## src/adc_serial_pkg.sv

```systemverilog
/*
  shared constants for the serial side of the 16-bit sigma-delta converter.
  assumes a 200 MHz ref_clk and a slower converter clock sampled on it.
*/
package adc_serial_pkg;

  localparam int WORD_BITS = 16;
  localparam int CNT_BITS = 5;
  localparam int SYNC_STAGES = 2;

  // converter clock edges with the strobes low before serial mode starts
  localparam logic [CNT_BITS-1:0] MODE_EDGES = 5'h02;
  // converter clock edges a sync or calibration cycle occupies
  localparam int SETTLE_EDGES = 32;

  // bit positions inside the synchronised pin vector
  localparam int PIN_CLK = 0;
  localparam int PIN_SEL = 1;
  localparam int PIN_RD = 2;
  localparam int PIN_ST = 3;
  localparam int PIN_FRAME = 4;
  localparam int PIN_REALIGN = 5;
  localparam int PIN_RANGE = 6;
  localparam int PIN_TRIM = 7;
  localparam int PIN_SLEEP = 8;
  localparam int PIN_COUNT = 9;
  // reset image of the pin vector: frame input idles high
  localparam logic [PIN_COUNT-1:0] PIN_RESET = 9'h010;

  localparam logic [WORD_BITS-1:0] WORD_RESET = 16'h0000;
  localparam logic [CNT_BITS-1:0] BIT_LAST = 5'h0F;

  typedef enum logic [6:0] {
    ST_WAIT_MODE = 7'b0000001,
    ST_IDLE = 7'b0000010,
    ST_FLAG = 7'b0000100,
    ST_FRAME = 7'b0001000,
    ST_SHIFT = 7'b0010000,
    ST_SETTLE = 7'b0100000,
    ST_SLEEP = 7'b1000000
  } port_state_t;

endpackage : adc_serial_pkg

```

## src/adc_serial_port.sv

```systemverilog
/*
  serial output and control side of a 16-bit sigma-delta converter.
  assumes conv_clk and all host pins are asynchronous to ref_clk, which
  runs several times faster; sample words come from the on-chip filter
  on ref_clk with a valid/ready handshake.
*/
// What this block does
// - serial mode two clock cycles later
// - new-word flag rises when word ready
// - flag held low during sync or calibration
// - sixteen bit words, most significant first
// - data changes on shift clock rising edge
// - drive data only after frame goes low
// - data line high impedance while frame high
// - shift clock comes from converter clock
// - realign rising edge starts synchronisation
// - range low unipolar, high bipolar
// - trim request rising edge starts calibration
// - sleep select high enters standby
// - word-valid pin is data-valid output only
module adc_serial_port #(
  parameter int WORD_W = adc_serial_pkg::WORD_BITS,
  parameter int SETTLE = adc_serial_pkg::SETTLE_EDGES
) (
  input wire logic ref_clk,
  input wire logic rst_b,
  input wire logic conv_clk,
  input wire logic select_n,
  input wire logic read_n,
  input wire logic store_n,
  input wire logic frame_enable_n,
  input wire logic realign_in,
  input wire logic range_polarity_select,
  input wire logic trim_request,
  input wire logic sleep_select,
  input wire logic [WORD_W-1:0] sample_data,
  input wire logic sample_valid,
  output logic sample_ready,
  output logic new_word_flag,
  output logic shift_clock_out,
  output logic serial_out_line,
  output logic serial_out_oe_n,
  output logic word_valid_out,
  output logic serial_mode,
  output logic standby_out,
  output logic busy_out
);

  localparam int SW = $clog2(SETTLE + 1);
  localparam logic [SW-1:0] SETTLE_LAST = SW'(SETTLE - 1);

  logic [adc_serial_pkg::PIN_COUNT-1:0] pins_raw, pins_s;
  logic clk_s, clk_d_r, clk_rise;
  logic sel_s, rd_s, st_s, frame_s, realign_s, realign_d_r;
  logic range_s, trim_s, trim_d_r, sleep_s;
  logic realign_rise, trim_rise, strobes_low;

  adc_serial_pkg::port_state_t state_r, state_nxt;
  logic [adc_serial_pkg::CNT_BITS-1:0] mode_cnt_r, mode_cnt_nxt;
  logic [adc_serial_pkg::CNT_BITS-1:0] bit_cnt_r, bit_cnt_nxt;
  logic [SW-1:0] settle_cnt_r, settle_cnt_nxt;
  logic [WORD_W-1:0] shift_r, shift_nxt;
  logic flag_r, flag_nxt, sclk_r, sclk_nxt;
  logic sdo_r, sdo_nxt, oe_n_r, oe_n_nxt, dval_r, dval_nxt;

  logic buf_flush, buf_in_valid, buf_in_ready;
  logic buf_out_valid, buf_out_ready;
  logic [WORD_W-1:0] buf_out_data;

  assign pins_raw = {sleep_select, trim_request, range_polarity_select,
                     realign_in, frame_enable_n, store_n, read_n,
                     select_n, conv_clk};

  pin_sync #(
    .WIDTH(adc_serial_pkg::PIN_COUNT),
    .INIT(adc_serial_pkg::PIN_RESET)
  ) u_pin_sync (
    .ref_clk(ref_clk),
    .rst_b(rst_b),
    .async_in(pins_raw),
    .sync_out(pins_s)
  );

  assign clk_s = pins_s[adc_serial_pkg::PIN_CLK];
  assign sel_s = pins_s[adc_serial_pkg::PIN_SEL];
  assign rd_s = pins_s[adc_serial_pkg::PIN_RD];
  assign st_s = pins_s[adc_serial_pkg::PIN_ST];
  assign frame_s = pins_s[adc_serial_pkg::PIN_FRAME];
  assign realign_s = pins_s[adc_serial_pkg::PIN_REALIGN];
  assign range_s = pins_s[adc_serial_pkg::PIN_RANGE];
  assign trim_s = pins_s[adc_serial_pkg::PIN_TRIM];
  assign sleep_s = pins_s[adc_serial_pkg::PIN_SLEEP];

  // edge finders on synchronised levels only
  always_ff @(posedge ref_clk or negedge rst_b) begin
    if (!rst_b) begin
      clk_d_r <= 1'b0;
      realign_d_r <= 1'b0;
      trim_d_r <= 1'b0;
    end else begin
      clk_d_r <= clk_s;
      realign_d_r <= realign_s;
      trim_d_r <= trim_s;
    end
  end

  assign clk_rise = clk_s && !clk_d_r;
  assign realign_rise = realign_s && !realign_d_r;
  // a held trim level would restart calibration forever, so use its edge
  assign trim_rise = trim_s && !trim_d_r;
  assign strobes_low = !sel_s && !rd_s && !st_s;

  // filter words only enter while conversions run
  assign buf_in_valid = sample_valid &&
                        (state_r != adc_serial_pkg::ST_WAIT_MODE) &&
                        (state_r != adc_serial_pkg::ST_SETTLE) &&
                        (state_r != adc_serial_pkg::ST_SLEEP);
  assign sample_ready = buf_in_ready && buf_in_valid;

  word_buffer #(
    .WIDTH(WORD_W),
    .DEPTH(2)
  ) u_word_buffer (
    .ref_clk(ref_clk),
    .rst_b(rst_b),
    .flush(buf_flush),
    .in_valid(buf_in_valid),
    .in_ready(buf_in_ready),
    .in_data(sample_data),
    .out_valid(buf_out_valid),
    .out_ready(buf_out_ready),
    .out_data(buf_out_data)
  );

  // bipolar output is two's complement: flip the offset-binary sign bit
  function automatic logic [WORD_W-1:0] range_code(
    input logic [WORD_W-1:0] raw,
    input logic bipolar
  );
    logic [WORD_W-1:0] res;
    res = raw;
    if (bipolar) res[WORD_W-1] = ~raw[WORD_W-1];
    return res;
  endfunction : range_code

  always_comb begin
    state_nxt = state_r;
    mode_cnt_nxt = mode_cnt_r;
    bit_cnt_nxt = bit_cnt_r;
    settle_cnt_nxt = settle_cnt_r;
    shift_nxt = shift_r;
    flag_nxt = flag_r;
    sdo_nxt = sdo_r;
    oe_n_nxt = 1'b1;
    dval_nxt = dval_r;
    buf_flush = 1'b0;
    buf_out_ready = 1'b0;
    // shift clock mirrors the converter clock once serial mode runs
    sclk_nxt = (state_r == adc_serial_pkg::ST_WAIT_MODE) ? 1'b0 : clk_s;
    case (state_r)
      adc_serial_pkg::ST_WAIT_MODE: begin
        flag_nxt = 1'b0;
        if (!strobes_low) begin
          mode_cnt_nxt = '0;
        end else if (clk_rise) begin
          mode_cnt_nxt = mode_cnt_r + 1'b1;
          if (mode_cnt_r + 1'b1 == adc_serial_pkg::MODE_EDGES) begin
            state_nxt = adc_serial_pkg::ST_IDLE;
          end
        end
      end
      adc_serial_pkg::ST_IDLE: begin
        flag_nxt = 1'b0;
        dval_nxt = 1'b0;
        if (clk_rise && buf_out_valid) begin
          flag_nxt = 1'b1;
          state_nxt = adc_serial_pkg::ST_FLAG;
        end
      end
      adc_serial_pkg::ST_FLAG: begin
        // one converter clock high, then falling flag frames the word
        if (clk_rise) begin
          flag_nxt = 1'b0;
          state_nxt = adc_serial_pkg::ST_FRAME;
        end
      end
      adc_serial_pkg::ST_FRAME: begin
        if (clk_rise && !frame_s) begin
          buf_out_ready = 1'b1;
          shift_nxt = range_code(buf_out_data, range_s);
          sdo_nxt = shift_nxt[WORD_W-1];
          bit_cnt_nxt = adc_serial_pkg::BIT_LAST;
          dval_nxt = 1'b1;
          oe_n_nxt = 1'b0;
          state_nxt = adc_serial_pkg::ST_SHIFT;
        end
      end
      adc_serial_pkg::ST_SHIFT: begin
        oe_n_nxt = frame_s;
        if (clk_rise) begin
          if (bit_cnt_r == '0) begin
            oe_n_nxt = 1'b1;
            dval_nxt = 1'b0;
            state_nxt = adc_serial_pkg::ST_IDLE;
          end else begin
            shift_nxt = {shift_r[WORD_W-2:0], 1'b0};
            sdo_nxt = shift_r[WORD_W-2];
            bit_cnt_nxt = bit_cnt_r - 1'b1;
          end
        end
      end
      adc_serial_pkg::ST_SETTLE: begin
        flag_nxt = 1'b0;
        dval_nxt = 1'b0;
        buf_flush = 1'b1;
        if (clk_rise) begin
          settle_cnt_nxt = settle_cnt_r + 1'b1;
          if (settle_cnt_r == SETTLE_LAST) begin
            state_nxt = adc_serial_pkg::ST_IDLE;
          end
        end
      end
      adc_serial_pkg::ST_SLEEP: begin
        flag_nxt = 1'b0;
        dval_nxt = 1'b0;
        buf_flush = 1'b1;
        // stale words are dropped; fresh ones follow after wake-up
        if (!sleep_s) state_nxt = adc_serial_pkg::ST_IDLE;
      end
      default: begin
        state_nxt = adc_serial_pkg::ST_WAIT_MODE;
      end
    endcase
    // sleep outranks sync and calibration; both abort a word in flight
    if (state_r != adc_serial_pkg::ST_WAIT_MODE) begin
      if (sleep_s) begin
        state_nxt = adc_serial_pkg::ST_SLEEP;
        buf_flush = 1'b1;
        flag_nxt = 1'b0;
        dval_nxt = 1'b0;
        oe_n_nxt = 1'b1;
      end else if (realign_rise || trim_rise) begin
        state_nxt = adc_serial_pkg::ST_SETTLE;
        settle_cnt_nxt = '0;
        buf_flush = 1'b1;
        flag_nxt = 1'b0;
        dval_nxt = 1'b0;
        oe_n_nxt = 1'b1;
      end
    end
  end

  always_ff @(posedge ref_clk or negedge rst_b) begin
    if (!rst_b) begin
      state_r <= adc_serial_pkg::ST_WAIT_MODE;
      mode_cnt_r <= '0;
      bit_cnt_r <= '0;
      settle_cnt_r <= '0;
      shift_r <= adc_serial_pkg::WORD_RESET;
      flag_r <= 1'b0;
      sclk_r <= 1'b0;
      sdo_r <= 1'b0;
      oe_n_r <= 1'b1;
      dval_r <= 1'b0;
    end else begin
      state_r <= state_nxt;
      mode_cnt_r <= mode_cnt_nxt;
      bit_cnt_r <= bit_cnt_nxt;
      settle_cnt_r <= settle_cnt_nxt;
      shift_r <= shift_nxt;
      flag_r <= flag_nxt;
      sclk_r <= sclk_nxt;
      sdo_r <= sdo_nxt;
      oe_n_r <= oe_n_nxt;
      dval_r <= dval_nxt;
    end
  end

  assign new_word_flag = flag_r;
  assign shift_clock_out = sclk_r;
  assign serial_out_line = sdo_r;
  assign serial_out_oe_n = oe_n_r;
  assign word_valid_out = dval_r;
  assign serial_mode = (state_r != adc_serial_pkg::ST_WAIT_MODE);
  assign standby_out = (state_r == adc_serial_pkg::ST_SLEEP);
  assign busy_out = (state_r == adc_serial_pkg::ST_SETTLE);

endmodule : adc_serial_port

```

## src/pin_sync.sv

```systemverilog
/*
  two-flop synchroniser for a vector of independent level inputs.
  assumes each bit is a slow level; no bus coherence across bits.
*/
module pin_sync #(
  parameter int WIDTH = 1,
  parameter logic [WIDTH-1:0] INIT = '0
) (
  input wire logic ref_clk,
  input wire logic rst_b,
  input wire logic [WIDTH-1:0] async_in,
  output logic [WIDTH-1:0] sync_out
);

  logic [WIDTH-1:0] meta_r;
  logic [WIDTH-1:0] sync_r;

  // first stage feeds only the second stage
  always_ff @(posedge ref_clk or negedge rst_b) begin
    if (!rst_b) begin
      meta_r <= INIT;
      sync_r <= INIT;
    end else begin
      meta_r <= async_in;
      sync_r <= meta_r;
    end
  end

  assign sync_out = sync_r;

endmodule : pin_sync

```

## src/word_buffer.sv

```systemverilog
/*
  two-entry word buffer with valid/ready on both sides and a flush.
  assumes both sides run on ref_clk.
*/
module word_buffer #(
  parameter int WIDTH = 16,
  parameter int DEPTH = 2
) (
  input wire logic ref_clk,
  input wire logic rst_b,
  input wire logic flush,
  input wire logic in_valid,
  output logic in_ready,
  input wire logic [WIDTH-1:0] in_data,
  output logic out_valid,
  input wire logic out_ready,
  output logic [WIDTH-1:0] out_data
);

  localparam int PW = $clog2(DEPTH);

  logic [WIDTH-1:0] mem_r [DEPTH];
  logic [PW-1:0] wr_r, wr_nxt, rd_r, rd_nxt;
  logic [PW:0] cnt_r, cnt_nxt;
  logic push, pop;

  assign in_ready = (cnt_r != (PW+1)'(DEPTH));
  assign out_valid = (cnt_r != '0);
  assign out_data = mem_r[rd_r];
  assign push = in_valid && in_ready;
  assign pop = out_valid && out_ready;

  always_comb begin
    wr_nxt = wr_r;
    rd_nxt = rd_r;
    cnt_nxt = cnt_r;
    if (flush) begin
      wr_nxt = '0;
      rd_nxt = '0;
      cnt_nxt = '0;
    end else begin
      if (push) wr_nxt = PW'((wr_r + 1'b1) % DEPTH);
      if (pop) rd_nxt = PW'((rd_r + 1'b1) % DEPTH);
      if (push && !pop) cnt_nxt = cnt_r + 1'b1;
      else if (pop && !push) cnt_nxt = cnt_r - 1'b1;
    end
  end

  always_ff @(posedge ref_clk or negedge rst_b) begin
    if (!rst_b) begin
      wr_r <= '0;
      rd_r <= '0;
      cnt_r <= '0;
    end else begin
      wr_r <= wr_nxt;
      rd_r <= rd_nxt;
      cnt_r <= cnt_nxt;
    end
  end

  // storage carries no reset; out_valid guards it
  always_ff @(posedge ref_clk) begin
    if (push && !flush) mem_r[wr_r] <= in_data;
  end

endmodule : word_buffer

```

## config.mk

```make
export PLATFORM = sky130hd
export DESIGN_NAME = adc_serial_port
export DESIGN_NICKNAME = d
export VERILOG_FILES = /design/src/adc_serial_pkg.sv /design/src/adc_serial_port.sv /design/src/pin_sync.sv /design/src/word_buffer.sv
export SDC_FILE = /design/constraint.sdc
export NUM_CORES = 1
export LEC_CHECK = 0
export BUFFER_PORTS_ARGS = -buffer_cell sky130_fd_sc_hd__buf_2
export CORE_MARGIN = 2
export CORE_UTILIZATION = 45
export DETAILED_ROUTE_END_ITERATION = 10
export HOLD_SLACK_MARGIN = 0.05
export SYNTH_ARGS = -nofsm -noshare
export SYNTH_HDL_FRONTEND = slang
export SYNTH_SLANG_ARGS = --single-unit
```

## constraint.sdc

```tcl
create_clock -name ref_clk -period 4.9 [get_ports ref_clk]
set_input_delay 0 -clock ref_clk [delete_from_list [all_inputs] [get_ports ref_clk]]
set_output_delay 0 -clock ref_clk [all_outputs]
set_load 0.02 [all_outputs]
```

==> flow_summary.toml <==
[synthesis]
ys_warn_count = 0
ys.flop_type = "dfrtp_1"
syn-num-nets = 417
yosysMostFrequentCell = "dfrtp_1"
synth_edf_count = 32
synth.distinct_cells = 59
syn_area_per_cell_um2 = 11.5
yosysTopAreaCellShare_pct = 36.2
ys_seq_area_share_pct = 60.4
synth_area_leaders = "dfrtp_1, edfxtp_1, o21ai_0, nand2_1, mux2i_1"
syn_inst = 384
async_reset_ff_share_pct = 68.0
synth_top_cell_by_area = "dfrtp_1"
ys_ff_latch = 100
synth_common_cells = "dfrtp_1, o21ai_0, nand2_1"
syn_area_um2 = 4420

[die]
io_pins = 37
core_area_um2 = 9640
die_w_um = 103
placementRows = 36
die_h_um = 103
start_util_pct = 45.8
die-area_um2 = 10600

[clocking]
clk_latency_ns = 0.37
postCtsSetupRepairBufs = 0
cts_tree = "yes"
cts_buffers = 9
cts.repair.resized = 0
cts_hold_buf = 26
cts_buffer_depth = 2
clock-root-buffer = "clkbuf_8"
path_clk_slew_ns = 0.11
cts.sink_count = 100
htreeDepth = 3

[route]
avgViaCountPerCell = 5.13
dr.pass1.iters = 4
post_drt_wl_per_cell_um = 14.6
wl_met1_um = 3910
wl_um = 8430
routed.top_layer = "met4"
vias = 2963
drt_iter0_markers = 102
wl_met3_um = 234
drcViolationCount = 0
postRouteAntennaNets = 0
met2RoutedLength_um = 4200

[power]
p_leak_nw = 2.13
worst_ir_drop_vdd_mv = 0.207
total_power_w = 0.00174
power_density_nw_per_um2 = 337

[cells_and_area]
drive_gt1_share_pct = 16.6
synthToLayoutAreaGrowth_pct = 16.8
instances_no_fill = 578
finish.net_count = 473
diodes = 0
fillers = 873

[grt]
grt_max_degree = 69
grt_pass1_wl_um = 14300
antenna_found_initial = 0
grt_overflow = 0
grt_pass1_vias = 2925
grt.total_usage_pct = 17.7

[place]
place_hpwl_um = 5550
portBuffers = 36
gp_congestion = 0.848
dp_cells = 536
dp_slack_ns = 2.47

[sta]
period_needed_ns = 2.48
setup_viol = 0
finalSetupTns_ns = 0
fin_ws_ns = 2.42
slew_viol_final = 0
fmax_ghz = 0.403
worst_slew_margin_rel_pct = 39.8
worst_pin_slew_ns = 0.903
hold_violations = 0
final.period_utilization_pct = 50.6
skew_ns = 0.00800
rsz0062_at_grt = "false"
whs_ns = 0.120

[min_path]
holdPathEnd = "u_word_buffer.cnt_r[1]"
hp-class = "in2reg"
whs_path_depth = 4
holdCritStartpoint = "sample_valid"

[worst_setup_path]
r2r-start = "bit_cnt_r[0]"
r2r_end = "bit_cnt_r[4]"
r2r_slack_ns = 2.42
worstRegToRegCells = 7
cp_data_arrival_time_ns = 2.78
cp.required_ns = 5.20
worst_setup_path_start_kind = "flop"
endpoint_kind = "flop"
worstPathMaxFanout = 34
crit_type = "reg2reg"

[run]
cap_violations = 0

[outcome]
status = "finished clean"
placed cells by master, fill, tap and decap left out, drive strengths merged, types with 3 or more instances in the layout:
master | Yosys | layout
o211ai | 4 | 4
ha | 5 | 5
nand2 | 49 | 49
edfxtp | 32 | 32
buf | 14 | 38
o21ai | 51 | 51
nor3b | 3 | 3
and2 | 3 | 3
dlygate4sd3 | 0 | 26
a31oi | 4 | 4
nor3 | 7 | 7
xor2 | 11 | 11
xnor2 | 3 | 3
or3 | 6 | 6
nand2b | 4 | 4
inv | 7 | 11
nor4 | 4 | 4
clkbuf | 5 | 9
dfrtp | 64 | 64
a21oi | 13 | 13
nand3 | 13 | 13
nor2 | 22 | 22
mux2i | 17 | 17
and3 | 6 | 6
dfstp | 4 | 4
nor4b | 3 | 3
state kept, by name, summed over array words and instances (netlist names):
signal	count
u_word_buffer.rd_r	1
u_word_buffer.cnt_r	2
mode_cnt_r	5
state_r	7
u_pin_sync.sync_out	9
trim_d_r	1
shift_clock_out	1
shift_r	15
word_valid_out	1
serial_out_oe_n	1
u_word_buffer.mem_r	32
realign_d_r	1
settle_cnt_r	6
u_pin_sync.meta_r	9
bit_cnt_r	5
u_word_buffer.wr_r	1
new_word_flag	1
serial_out_line	1
clk_d_r	1
how the worst max path moves through the flow:
stage                 startpoint                   endpoint  slack (ns)  cells after the start
CTS                 bit_cnt_r[0]               bit_cnt_r[4]        2.42                      7
global placement    bit_cnt_r[0]               bit_cnt_r[4]        2.48                      7
detailed placement    state_r[0]  u_word_buffer.mem_r[1][9]        2.47                      5
finish              bit_cnt_r[0]               bit_cnt_r[4]        2.42                      7
global route        bit_cnt_r[0]               bit_cnt_r[4]        2.13                      7
floorplan             state_r[0]  u_word_buffer.mem_r[0][0]        1.63                      5
stage by stage:
stage / cell area (um^2) / util [%]
6_report: 5160 / 53.6
5_1_grt: 5160 / 53.6
4_1_cts: 5160 / 53.6
3_5_place_dp: 4670 / 48.5
3_3_place_gp: 4670 / 48.5
2_1_floorplan: 4420 / -
final cells by class:
type / count / area, um^2 / share of cell area, %
clock inverter: 7 / 105 / 2.04
clock buffer: 9 / 124 / 2.40
timing repair buffer: 64 / 455 / 8.82
inverter: 7 / 26.3 / 0.509
multi-input combinational: 258 / 1620 / 31.4
sequential: 100 / 2670 / 51.7
tap: 133 / 166 / 3.22
kinds of logic after synthesis:
family / Yosys count / synth area share [%]
AND/OR/NAND/NOR: 134 / 16.6
flip-flops: 100 / 60.4
AO/OA/AOI/OAI: 88 / 11.8
buffers and inverters: 26 / 3.14
multiplexers: 17 / 3.85
XOR/XNOR: 14 / 2.77
adder cells (fa/ha/maj): 5 / 1.42
where the power goes:
part | internal, W | switching, W
clock network | 0.000257 | 0.000321
registers | 0.000899 | 0.0000379
logic | 0.0000937 | 0.000132
total | 0.00125 | 0.000491
layer usage:
layer / vias up / global-route usage [%]
met3: 9 / 3.73
li1: 1480 / -
met1: 1435 / 23.3
met2: 39 / 29.6
met5: - / 0
met4: 0 / 5.26
critical path: stages, from the launching register on:
cell and delay, ns:
dfrtp_1 0.42, inv_1 0.09, ha_1 0.14, nor4b_1 0.51, and4b_4 0.31, o21ai_4 0.60
o21ai_0 0.20, a21oi_1 0.15
Note: power is estimated with default switching activity, not from simulation.
